<file path="config.mk">
export PLATFORM = sky130hd
export DESIGN_NAME = atc_ctrl
export DESIGN_NICKNAME = d
export VERILOG_FILES = /design/src/rtl/atc_pkg.sv /design/src/rtl/atc_ctrl.sv
export VERILOG_INCLUDE_DIRS = /design/src /design/src/rtl
export SDC_FILE = /design/constraint.sdc
export NUM_CORES = 2
export LEC_CHECK = 0
export ABC_AREA = 1
export BUFFER_PORTS_ARGS = -buffer_cell sky130_fd_sc_hd__buf_4
export CAP_MARGIN = 20
export CORE_ASPECT_RATIO = 0.5
export CORE_MARGIN = 2
export CORE_UTILIZATION = 45
export CTS_CLUSTER_DIAMETER = 30
export DETAILED_ROUTE_END_ITERATION = 16
export PLACE_DENSITY_LB_ADDON = 0.25
export SETUP_SLACK_MARGIN = 0.1
export SYNTH_ARGS = -nofsm -noshare
export SYNTH_HDL_FRONTEND = slang
export SYNTH_SLANG_ARGS = --single-unit
export TNS_END_PERCENT = 100
</file>
<file path="constraint.sdc">
create_clock -name core_clk -period 40.4 [get_ports core_clk]
set_clock_uncertainty 0.1 [all_clocks]
set_input_delay 0 -clock core_clk [delete_from_list [all_inputs] [get_ports core_clk]]
set_output_delay 0 -clock core_clk [all_outputs]
set_load 0.05 [all_outputs]
</file>
<file path="src/rtl/atc_params.svh">
// constants of the acquisition and trigger controller
`ifndef ATC_PARAMS_SVH
`define ATC_PARAMS_SVH

// register byte offsets
`define ATC_REG_CMD 6'h00
`define ATC_REG_STAT 6'h04
`define ATC_REG_TB 6'h08
`define ATC_REG_DLY 6'h0c
`define ATC_REG_POS 6'h10
`define ATC_REG_TCTL 6'h14
`define ATC_REG_LVL 6'h18
`define ATC_REG_OFS 6'h1c
`define ATC_REG_HOLD 6'h20
`define ATC_REG_ATO 6'h24
`define ATC_REG_CNT 6'h28
// command bits
`define ATC_CMD_RUN 0
`define ATC_CMD_HALT 1
`define ATC_CMD_SINGLE 2
`define ATC_CMD_CLEAR 3
`define ATC_CMD_DFLT 4
`define ATC_CMD_ZERO 5
`define ATC_CMD_POSL 6
`define ATC_CMD_POSM 7
`define ATC_CMD_POSR 8
// trigger control field positions
`define ATC_TC_MODE 0
`define ATC_TC_SLOPE 2
`define ATC_TC_HMODE 3
`define ATC_TC_SRC 4
`define ATC_TC_CHSEL 6
// reset values
`define ATC_TB_RST 5'h0a
`define ATC_POS_RST 8'h00
`define ATC_LVL_RST 16'h0000
`define ATC_TCTL_RST 9'h000
`define ATC_HOLD_RST 32'h00000000
// limits: level in 0.1 dB, delay in ns
`define ATC_TB_MAX 5'h15
`define ATC_POS_MIN (-8'sd30)
`define ATC_POS_MAX 8'sd30
`define ATC_POS_MID 8'sd5
`define ATC_POS_RIGHT 8'sd10
`define ATC_LVL_MAX 16'sd200
`define ATC_LVL_MIN_DEF 16'sh fda8
`define ATC_PRE_MAX_NS 40'sd1260000
// auto timeout figure and auto level window
`define ATC_CLK_MHZ 25
`define ATC_ATO_MS 100
`define ATC_ATO_CYC (`ATC_ATO_MS * 1000 * `ATC_CLK_MHZ)
`define ATC_AL_WIN 8'hff
// delay range per timebase row, ns
`define ATC_DMIN0 32'd1260000
`define ATC_DMIN2 32'd5040000
`define ATC_DMIN3 32'd6300000
`define ATC_DMIN4 32'd12600000
`define ATC_DMIN5 32'd31500000
`define ATC_DMIN6 32'd63000000
`define ATC_DMIN7 32'd126000000
`define ATC_DMIN8 32'd252000000
`define ATC_DMIN9 32'd628000000
`define ATC_DMAX0 32'd100000000
`define ATC_DMAX1 32'd200000000
`define ATC_DMAX3 32'd500000000
`define ATC_DMAX4 32'd1000000000
`endif

</file>
<file path="src/rtl/atc_pkg.sv">
// types of the acquisition and trigger controller
package atc_pkg;
	typedef enum logic [2:0]
	{
		ST_IDLE = 3'b001,
		ST_WAIT = 3'b010,
		ST_CAPT = 3'b100
	} atc_state_t;
	typedef enum logic [1:0]
	{
		TM_NORMAL = 2'h0,
		TM_AUTO = 2'h1,
		TM_AUTOLVL = 2'h2,
		TM_FREE = 2'h3
	} atc_mode_t;
	typedef enum logic [1:0]
	{
		SRC_OWN = 2'h0,
		SRC_CHAN = 2'h1,
		SRC_EXT = 2'h2
	} atc_src_t;
endpackage

</file>
<file path="src/rtl/atc_ctrl.sv">
// acquisition sequencer and trigger unit with avalon register slave
`timescale 1ns/1ps
`include "atc_params.svh"
module atc_ctrl
	import atc_pkg::*;
#(
	parameter logic [31:0] AUTO_TMO_RST = `ATC_ATO_CYC,
	parameter logic signed [15:0] LVL_MIN = `ATC_LVL_MIN_DEF
)
(
	// clock and reset
	input wire logic core_clk,
	input wire logic sys_rst,
	// avalon-mm slave
	input wire logic [5:0] avs_address,
	input wire logic avs_read,
	input wire logic avs_write,
	input wire logic [31:0] avs_writedata,
	output logic [31:0] avs_readdata,
	output logic avs_waitrequest,
	// signal and trigger inputs
	input wire logic sample_valid,
	input wire logic signed [15:0] sample_level,
	input wire logic ext_trig_in,
	input wire logic [7:0] chan_trig_in,
	input wire logic [2:0] own_chan,
	input wire logic acq_done,
	// capture engine control
	output logic acq_start,
	output logic acq_active,
	output logic trace_clear,
	output logic trig_out,
	output logic slave_mode,
	output logic [4:0] timebase_idx,
	output logic signed [31:0] trig_delay_ns,
	output logic signed [7:0] trig_pos_div,
	output logic [3:0] rate_shift
);

	// ------------------------------------------------------------
	// helper functions
	// ------------------------------------------------------------

	// timebase index to ns per division, 1-2-5 from 5 ns
	function automatic logic [39:0] tb_ns(input logic [4:0] idx);
		logic [5:0] j;
		logic [39:0] v;
		j = {1'b0, idx} + 6'h02;
		v = (j % 6'h03 == 6'h00) ? 40'd1 : (j % 6'h03 == 6'h01) ? 40'd2 : 40'd5;
		for (int k = 0; k < 8; k++)
		begin
			if (6'(k) < j / 6'h03)
			begin
				v = v * 40'd10;
			end
		end
		return v;
	endfunction

	// limits row for a timebase; rows widen toward slow scales
	function automatic logic [3:0] tb_row(input logic [4:0] idx);
		if (idx <= 5'h0a)
			return 4'h0;
		else if (idx <= 5'h10)
			return 4'(idx - 5'h0a);
		else if (idx <= 5'h13)
			return 4'h7;
		else
			return 4'(idx - 5'h0c);
	endfunction

	// clamp a requested delay into the range of the timebase
	function automatic logic signed [31:0] dly_clamp(input logic signed [31:0] d,
		input logic [4:0] idx);
		logic [31:0] mn;
		logic [31:0] mx;
		case (tb_row(idx))
			4'h0: mn = `ATC_DMIN0;
			4'h1: mn = `ATC_DMIN0;
			4'h2: mn = `ATC_DMIN2;
			4'h3: mn = `ATC_DMIN3;
			4'h4: mn = `ATC_DMIN4;
			4'h5: mn = `ATC_DMIN5;
			4'h6: mn = `ATC_DMIN6;
			4'h7: mn = `ATC_DMIN7;
			4'h8: mn = `ATC_DMIN8;
			default: mn = `ATC_DMIN9;
		endcase
		case (tb_row(idx))
			4'h0: mx = `ATC_DMAX0;
			4'h1: mx = `ATC_DMAX1;
			4'h2: mx = `ATC_DMAX1;
			4'h3: mx = `ATC_DMAX3;
			default: mx = `ATC_DMAX4;
		endcase
		if (d < -$signed(mn))
			return -$signed(mn);
		else if (d > $signed(mx))
			return $signed(mx);
		else
			return d;
	endfunction

	// ------------------------------------------------------------
	// bus slave
	// ------------------------------------------------------------
	logic ack_q;
	logic [31:0] rdata_q;
	logic [31:0] rd_mux;
	wire bus_req = avs_read | avs_write;
	wire wr_go = avs_write & ack_q;
	wire [31:0] wd = avs_writedata;
	wire wr_cmd = wr_go && avs_address == `ATC_REG_CMD;

	// every access waits exactly one cycle, data is latched before the ack
	always_ff @(posedge core_clk)
	begin
		if (sys_rst)
			ack_q <= 1'b0;
		else
			ack_q <= bus_req & ~ack_q;
	end
	always_ff @(posedge core_clk)
	begin
		if (sys_rst)
			rdata_q <= 32'h00000000;
		else if (bus_req & ~ack_q)
			rdata_q <= rd_mux;
	end
	assign avs_waitrequest = bus_req & ~ack_q;
	assign avs_readdata = rdata_q;

	// command pulses
	wire c_run = wr_cmd & wd[`ATC_CMD_RUN];
	wire c_halt = wr_cmd & wd[`ATC_CMD_HALT];
	wire c_single = wr_cmd & wd[`ATC_CMD_SINGLE];
	wire c_clear = wr_cmd & wd[`ATC_CMD_CLEAR];
	wire c_dflt = wr_cmd & wd[`ATC_CMD_DFLT];
	wire c_zero = wr_cmd & wd[`ATC_CMD_ZERO];
	wire c_posl = wr_cmd & wd[`ATC_CMD_POSL];
	wire c_posm = wr_cmd & wd[`ATC_CMD_POSM];
	wire c_posr = wr_cmd & wd[`ATC_CMD_POSR];
	wire set_rst = sys_rst | c_dflt;

	// ------------------------------------------------------------
	// settings registers
	// ------------------------------------------------------------
	logic [4:0] tb_q;
	logic signed [31:0] dly_q;
	logic signed [7:0] pos_q;
	logic [8:0] tctl_q;
	logic signed [15:0] lvl_q;
	logic signed [15:0] ofs_q;
	logic [31:0] hold_q;
	logic [31:0] ato_q;

	wire wr_tb = wr_go && avs_address == `ATC_REG_TB;
	wire wr_dly = wr_go && avs_address == `ATC_REG_DLY;
	wire wr_pos = wr_go && avs_address == `ATC_REG_POS;
	wire wr_tctl = wr_go && avs_address == `ATC_REG_TCTL;
	wire wr_lvl = wr_go && avs_address == `ATC_REG_LVL;
	wire wr_ofs = wr_go && avs_address == `ATC_REG_OFS;
	wire wr_hold = wr_go && avs_address == `ATC_REG_HOLD;
	wire wr_ato = wr_go && avs_address == `ATC_REG_ATO;

	// requested values pinned to their legal ranges
	wire [4:0] tb_req = (wd[4:0] > `ATC_TB_MAX) ? `ATC_TB_MAX : wd[4:0];
	wire signed [7:0] pos_w = $signed(wd[7:0]);
	wire signed [7:0] pos_req = (pos_w < `ATC_POS_MIN) ? `ATC_POS_MIN :
		(pos_w > `ATC_POS_MAX) ? `ATC_POS_MAX : pos_w;
	// software sees level with offset added, so subtract it before storing
	wire signed [16:0] lvl_raw = 17'($signed(wd[15:0])) - 17'(ofs_q);
	wire signed [15:0] lvl_req = (lvl_raw > 17'(`ATC_LVL_MAX)) ? `ATC_LVL_MAX :
		(lvl_raw < 17'(LVL_MIN)) ? LVL_MIN : lvl_raw[15:0];
	wire signed [31:0] dly_src = c_zero ? 32'sh00000000 : wr_dly ? $signed(wd) : dly_q;

	always_ff @(posedge core_clk)
	begin
		if (set_rst)
			tb_q <= `ATC_TB_RST;
		else if (wr_tb)
			tb_q <= tb_req;
	end
	// delay is re-clamped every cycle so a timebase change narrows it too
	always_ff @(posedge core_clk)
	begin
		if (set_rst)
			dly_q <= 32'sh00000000;
		else
			dly_q <= dly_clamp(dly_src, tb_q);
	end
	always_ff @(posedge core_clk)
	begin
		if (set_rst)
			pos_q <= `ATC_POS_RST;
		else if (c_posl)
			pos_q <= `ATC_POS_RST;
		else if (c_posm)
			pos_q <= `ATC_POS_MID;
		else if (c_posr)
			pos_q <= `ATC_POS_RIGHT;
		else if (wr_pos)
			pos_q <= pos_req;
	end
	always_ff @(posedge core_clk)
	begin
		if (set_rst)
		begin
			tctl_q <= `ATC_TCTL_RST;
			lvl_q <= `ATC_LVL_RST;
			ofs_q <= 16'sh0000;
			hold_q <= `ATC_HOLD_RST;
			ato_q <= AUTO_TMO_RST;
		end
		else
		begin
			if (wr_tctl)
				tctl_q <= wd[8:0];
			if (wr_lvl)
				lvl_q <= lvl_req;
			if (wr_ofs)
				ofs_q <= wd[15:0];
			if (wr_hold)
				hold_q <= wd;
			if (wr_ato)
				ato_q <= wd;
		end
	end

	// control fields
	wire [1:0] mode = tctl_q[`ATC_TC_MODE +: 2];
	wire slope_neg = tctl_q[`ATC_TC_SLOPE];
	wire gap_mode = tctl_q[`ATC_TC_HMODE];
	wire [1:0] src = tctl_q[`ATC_TC_SRC +: 2];
	wire [2:0] chsel = tctl_q[`ATC_TC_CHSEL +: 3];

	// ------------------------------------------------------------
	// sample rate reduction
	// ------------------------------------------------------------
	// pre-trigger span = position * div time - delay; positive delay shortens it
	wire signed [39:0] pre_ns = 40'($signed(pos_q)) * $signed(tb_ns(tb_q)) - 40'(dly_q);
	logic [3:0] shift_c;
	always_comb
	begin
		shift_c = 4'h0;
		for (int k = 0; k < 15; k++)
		begin
			if (pre_ns > (`ATC_PRE_MAX_NS <<< k))
				shift_c = 4'(k + 1);
		end
	end

	// ------------------------------------------------------------
	// trigger source and edge detection
	// ------------------------------------------------------------
	logic signed [15:0] pk_max_q;
	logic signed [15:0] pk_min_q;
	logic signed [15:0] al_thr_q;
	logic [7:0] win_q;
	logic above_q;
	logic ext_q;
	logic armed_q;
	logic [31:0] ho_cnt_q;
	logic [31:0] to_cnt_q;

	wire self_src = src == SRC_OWN || (src == SRC_CHAN && chsel == own_chan);
	wire slave = src == SRC_CHAN && chsel != own_chan;
	wire signed [15:0] thr = (mode == TM_AUTOLVL) ? al_thr_q : lvl_q;
	wire above_now = sample_level >= thr;
	// a crossing of the chosen slope only, on a fresh sample
	wire lvl_edge = sample_valid & (slope_neg ? (above_q & ~above_now) : (~above_q & above_now));
	wire ext_edge = slope_neg ? (ext_q & ~ext_trig_in) : (~ext_q & ext_trig_in);
	wire raw_edge = self_src ? lvl_edge : slave ? chan_trig_in[chsel] :
		(src == SRC_EXT) & ext_edge;
	// inactive side of the threshold, used by gap holdoff
	wire inactive = self_src ? (slope_neg ? above_q : ~above_q) :
		(src == SRC_EXT) ? (slope_neg ? ext_q : ~ext_q) : 1'b1;
	wire valid_edge = raw_edge & armed_q & (mode != TM_FREE);
	wire auto_mode = mode == TM_AUTO || mode == TM_AUTOLVL;
	wire to_hit = auto_mode && to_cnt_q >= ato_q;

	// previous levels for edge detection
	always_ff @(posedge core_clk)
	begin
		if (sys_rst)
		begin
			above_q <= 1'b0;
			ext_q <= 1'b0;
		end
		else
		begin
			if (sample_valid)
				above_q <= above_now;
			ext_q <= ext_trig_in;
		end
	end

	// peak tracking; midpoint of a window's peak-to-peak becomes the threshold
	wire signed [16:0] pk_sum = 17'(pk_max_q) + 17'(pk_min_q);
	always_ff @(posedge core_clk)
	begin
		if (set_rst)
		begin
			pk_max_q <= 16'sh8000;
			pk_min_q <= 16'sh7fff;
			al_thr_q <= `ATC_LVL_RST;
			win_q <= 8'h00;
		end
		else if (sample_valid)
		begin
			win_q <= win_q + 8'h01;
			if (win_q == `ATC_AL_WIN)
			begin
				al_thr_q <= pk_sum[16:1];
				pk_max_q <= sample_level;
				pk_min_q <= sample_level;
			end
			else
			begin
				if (sample_level > pk_max_q)
					pk_max_q <= sample_level;
				if (sample_level < pk_min_q)
					pk_min_q <= sample_level;
			end
		end
	end

	// holdoff: normal counts after an edge, gap counts time spent inactive
	always_ff @(posedge core_clk)
	begin
		if (sys_rst)
		begin
			armed_q <= 1'b1;
			ho_cnt_q <= 32'h00000000;
		end
		else if (valid_edge)
		begin
			armed_q <= 1'b0;
			ho_cnt_q <= 32'h00000000;
		end
		else if (gap_mode)
		begin
			if (!inactive && !armed_q)
				ho_cnt_q <= 32'h00000000;
			else if (ho_cnt_q < hold_q)
				ho_cnt_q <= ho_cnt_q + 32'h00000001;
			else
				armed_q <= 1'b1;
		end
		else if (!armed_q)
		begin
			if (ho_cnt_q < hold_q)
				ho_cnt_q <= ho_cnt_q + 32'h00000001;
			else
				armed_q <= 1'b1;
		end
	end

	// auto timeout, restarted by every real edge so real triggers take over
	always_ff @(posedge core_clk)
	begin
		if (sys_rst || valid_edge || to_hit)
			to_cnt_q <= 32'h00000000;
		else
			to_cnt_q <= to_cnt_q + 32'h00000001;
	end

	// ------------------------------------------------------------
	// acquisition sequencer
	// ------------------------------------------------------------
	atc_state_t st_q;
	atc_state_t st_d;
	logic cont_q;
	logic start_q;
	logic clr_q;
	logic tout_q;
	logic [31:0] cnt_q;

	wire fire = (mode == TM_FREE) | valid_edge | to_hit;

	always_comb
	begin
		st_d = st_q;
		case (st_q)
			ST_IDLE:
			begin
				if (c_run | c_single)
					st_d = ST_WAIT;
			end
			ST_WAIT:
			begin
				if (c_halt)
					st_d = ST_IDLE;
				else if (fire)
					st_d = ST_CAPT;
			end
			ST_CAPT:
			begin
				if (c_halt)
					st_d = ST_IDLE;
				else if (acq_done)
					st_d = cont_q ? ST_WAIT : ST_IDLE;
			end
			default: st_d = ST_IDLE;
		endcase
	end

	always_ff @(posedge core_clk)
	begin
		if (sys_rst)
		begin
			st_q <= ST_IDLE;
			cont_q <= 1'b0;
		end
		else
		begin
			st_q <= st_d;
			if (c_run)
				cont_q <= 1'b1;
			else if (c_single | c_halt)
				cont_q <= 1'b0;
		end
	end

	// output pulses and completed-acquisition count; clear zeroes the count
	always_ff @(posedge core_clk)
	begin
		if (sys_rst)
		begin
			start_q <= 1'b0;
			clr_q <= 1'b0;
			tout_q <= 1'b0;
			cnt_q <= 32'h00000000;
		end
		else
		begin
			start_q <= st_q == ST_WAIT && st_d == ST_CAPT;
			clr_q <= c_clear;
			tout_q <= valid_edge & self_src;
			if (c_clear)
				cnt_q <= 32'h00000000;
			else if (st_q == ST_CAPT && acq_done && !c_halt)
				cnt_q <= cnt_q + 32'h00000001;
		end
	end

	// registered settings toward the capture engine
	always_ff @(posedge core_clk)
	begin
		if (sys_rst)
			rate_shift <= 4'h0;
		else
			rate_shift <= shift_c;
	end

	assign acq_start = start_q;
	assign acq_active = st_q != ST_IDLE;
	assign trace_clear = clr_q;
	assign trig_out = tout_q;
	assign slave_mode = slave;
	assign timebase_idx = tb_q;
	assign trig_delay_ns = dly_q;
	assign trig_pos_div = pos_q;

	// ------------------------------------------------------------
	// read decode
	// ------------------------------------------------------------
	wire [15:0] lvl_show = 16'(lvl_q + ofs_q);
	wire [31:0] stat_w = {20'h00000, rate_shift, armed_q, slave, cont_q, 2'b00, st_q};
	always_comb
	begin
		if (avs_address == `ATC_REG_STAT)
			rd_mux = stat_w;
		else if (avs_address == `ATC_REG_TB)
			rd_mux = {27'h0000000, tb_q};
		else if (avs_address == `ATC_REG_DLY)
			rd_mux = dly_q;
		else if (avs_address == `ATC_REG_POS)
			rd_mux = {{24{pos_q[7]}}, pos_q};
		else if (avs_address == `ATC_REG_TCTL)
			rd_mux = {23'h000000, tctl_q};
		else if (avs_address == `ATC_REG_LVL)
			rd_mux = {{16{lvl_show[15]}}, lvl_show};
		else if (avs_address == `ATC_REG_OFS)
			rd_mux = {{16{ofs_q[15]}}, ofs_q};
		else if (avs_address == `ATC_REG_HOLD)
			rd_mux = hold_q;
		else if (avs_address == `ATC_REG_ATO)
			rd_mux = ato_q;
		else if (avs_address == `ATC_REG_CNT)
			rd_mux = cnt_q;
		else
			rd_mux = 32'h00000000; // command and unmapped read as zero
	end

endmodule

</file>
==> flow_metrics.py <==
metrics = {
    "place": {
        "placed_cells": 7030,
        "placed_area_um2": 43200,
        "globalplace.congestion": 0.9803,
        "port_buffers": 158,
        "place_ws_ns": 16.93,
        "dp_hpwl_um": 108600,
    },
    "sta": {
        "holdWs_ns": 0.02984,
        "slew_violations": 0,
        "setup_tns_ns": 0,
        "hold_violations": 0,
        "rsz0062_at_grt": "no",
        "fmax_ghz": 0.04205,
        "tightest_slew_ns": 1.168,
        "setup_ws_ns": 16.62,
        "finalCritPeriodShare": 0.5886,
        "finalCriticalPeriod_ns": 23.78,
        "finalSetupViolations": 0,
        "max-slew-margin-rel": 0.2185,
    },
    "cts": {
        "clockRootBuffer": "clkbuf_16",
        "cts_resized": 0,
        "clk_pin_slew_ns": 0.05,
        "ctsHoldBuffers": 83,
        "post_cts.repair.setup_buffers": 0,
        "cts_buffers": 81,
        "clock_sinks": 349,
        "cts_max_path_buffers": 3,
        "cts_tree": "done",
        "clock_latency_ns": 0.63,
        "htree_levels": 3,
    },
    "critical_path": {
        "slowest_stage": "a2111oi_0",
        "cp.required_ns": 40.76,
        "crit_arrival_ns": 24.14,
        "timing_worst_setup_path_type": "register to register",
        "start_kind": "register",
        "crit_fanout": 46,
        "cpMostUsedCell": "nand2_1",
        "slowest_delay_ns": 0.82,
        "crit_path_end_kind": "register",
    },
    "die": {
        "fp.dieH_um": 216.8,
        "coreArea_um2": 89020,
        "rows": 77,
        "start_util": 0.4576,
        "die_x_um": 429.5,
        "ios": 159,
        "die_area_um2": 93100,
    },
    "detailed_routing": {
        "ant_nets": 0,
        "drc": 0,
        "wl_per_cell_um": 18.76,
        "first_pass_iters": 6,
        "viasPerCell": 5.579,
        "drt-initial-drc-count": 3655,
        "wl_um": 136400,
        "num_vias": 40560,
    },
    "global_routing": {
        "antenna_found_initial": 8,
        "grt_pass1_vias": 40170,
        "grt_pass1_wl_um": 218000,
        "gr-usage-all-layers": 0.2905,
        "grt-ovfl-total": 0,
        "grt_max_degree": 80,
    },
    "final_layout": {
        "final_common_cell": "nand2_1",
        "fill_cells": 8586,
        "multiInputGateArea_um2": 29680,
        "final_cells": 7270,
        "drive_above_1_share": 0.07071,
        "final_cell_mix": "942 x nand2_1, 901 x inv_1, 602 x nor2_1",
        "fin_area_um2": 47190,
        "area_growth_syn_to_layout_pct": 15.82,
        "fin_nets": 6878,
        "regArea_um2": 6987,
    },
    "logic_synthesis": {
        "synth_cell_types": 72,
        "synth_ff_type": "dfxtp_1",
        "yosysTopAreaCell": "dfxtp_1",
        "ys_warn_count": 0,
        "synth.top_cell.area_share": 0.1715,
        "synth_seq_cells": 349,
        "synth_area_um2": 40740,
        "syn_inst": 5798,
        "synth_area_leaders": "dfxtp_1 17%, ha_1 17%, fa_1 12%, nand2_1 8.7%, inv_1 8.3%",
        "syn_avg_cell_area_um2": 7.026,
        "async_flop_share": 0,
        "yosysSeqAreaShare": 0.1715,
        "synth_edf_count": 0,
    },
    "pwr": {
        "switching_share": 0.5328,
        "comb_power_share": 0.760,
        "p_switching_mw": 2.539,
        "p_int_mw": 2.226,
        "p_per_area_nw_per_um2": 101.0,
        "p_seq_frac": 0.086,
        "peakVddDrop_mv": 0.2097,
        "p_clk_frac": 0.154,
        "leakagePower_nw": 22.22,
    },
    "flow_run": {
        "maxCapViolations": 0,
    },
    "status": {
        "status": "finished, final reports clean",
    },
    "min_path": {
        "worstHoldPathType": "input pin to register",
    },
}
-- cells in the mapped netlist, types with 7 or more instances --
| master | instances |
|---|---|
| a2111oi_0 | 8 |
| a211oi_1 | 44 |
| a21o_1 | 17 |
| a21oi_1 | 560 |
| a221oi_1 | 9 |
| a31oi_1 | 30 |
| and2_1 | 7 |
| buf_1 | 20 |
| clkbuf_1 | 141 |
| clkinv_1 | 13 |
| dfxtp_1 | 349 |
| fa_1 | 243 |
| ha_1 | 549 |
| inv_1 | 901 |
| inv_2 | 12 |
| nand2_1 | 943 |
| nand2_2 | 11 |
| nand3_1 | 155 |
| nand3b_1 | 9 |
| nand4_1 | 73 |
| nor2_1 | 604 |
| nor3_1 | 119 |
| nor3b_1 | 21 |
| nor4_1 | 24 |
| o2111ai_1 | 8 |
| o211ai_1 | 65 |
| o21a_1 | 15 |
| o21ai_0 | 477 |
| o21bai_1 | 37 |
| o221ai_1 | 16 |
| o22ai_1 | 29 |
| o31ai_1 | 19 |
| or2_2 | 14 |
| xnor2_1 | 58 |
| xor2_1 | 117 |
-- registers in the layout (all words and copies together) (netlist names), 3 cells and up --
signal         flops
lvl_q             16
trig_delay_ns     32
trig_pos_div       8
ho_cnt_q          32
st_q               3
pk_max_q          16
hold_q            32
ato_q             32
win_q              8
ofs_q             16
rate_shift         4
al_thr_q          16
tctl_q             9
to_cnt_q          32
pk_min_q          16
cnt_q             32
timebase_idx       5
avs_readdata      32
-- worst paths after layout --
| kind | startpoint | end | slack, ns | cells after the start |
|---|---|---|---|---|
| max reg2reg | timebase_idx[1]$_SDFFE_PP1P_ | rate_shift[0]$_SDFF_PP0_ | 16.62 | 123 |
| min reg2reg | to_cnt_q[0]$_SDFF_PP0_ | to_cnt_q[0]$_SDFF_PP0_ | 0.36 | 1 |
| max | timebase_idx[1]$_SDFFE_PP1P_ | rate_shift[0]$_SDFF_PP0_ | 16.62 | 123 |
| min | chan_trig_in[5] | trig_out$_SDFF_PP0_ | 0.03 | 7 |
-- area by class of cell --
| cell class | instances | area share |
|---|---|---|
| Clock buffer | 98 | 0.04712 |
| Sequential cell | 349 | 0.1481 |
| Antenna cell | 4 | 0.0002121 |
| Timing Repair Buffer | 295 | 0.05245 |
| Multi-Input combinational cell | 4361 | 0.6291 |
| Clock inverter | 52 | 0.01795 |
| Inverter | 926 | 0.07366 |
| Tap cell | 1185 | 0.03142 |
-- kinds of logic (layout without fill, tap and decap cells) --
kind of cell               count (synthesis)  count (layout)  synth area share
xor gates and xnor gates                 177             177           0.03861
other                                      1               7        0.00009205
buffers and inverters                   1090            1371            0.1007
and+or+nand+nor                         2013            2013            0.2101
adders and majority gates                792             792            0.2880
AOI/OAI and AO/OA                       1373            1373            0.1902
muxes                                      3               3         0.0007678
DFF                                      349             349            0.1715
-- power groups by stage --
| stage | clock network, mW | logic, mW | registers, mW |
|---|---|---|---|
| after floorplan | 0 | 2.75 | 0.435 |
| after global routing | 0.760 | 4.13 | 0.409 |
| final | 0.734 | 3.62 | 0.409 |
| after CTS | 0.740 | 3.58 | 0.408 |
| after detailed placement | 0 | 3.55 | 0.414 |
| after global placement | 0 | 3.49 | 0.414 |
-- per-stage QoR --
stage	util	power (mW)
after CTS	0.5291	4.725
after global placement	0.4853	3.904
after floorplan	-	3.181
after global routing	0.5300	5.296
final	0.5301	4.765
after detailed placement	0.4853	3.961
-- critical path, delay by kind of cell (launching register included) --
family                   cells  cell delay [ns]
flip-flops                   1             0.62
adder cells (fa/ha/maj)     21             7.53
AO/OA/AOI/OAI               30             6.29
XOR/XNOR                     3             0.39
buffers and inverters       22             3.13
AND/OR/NAND/NOR             47             5.54
-- per-layer routing --
layer,vias to the layer above,GRT usage,wire [µm]
met5,-,0,23
met4,4,0.1303,6315
li1,19720,-,-
met2,1333,0.4774,61280
met3,319,0.04340,8984
met1,19180,0.3791,59750
Power figures use the tool's default switching activity.
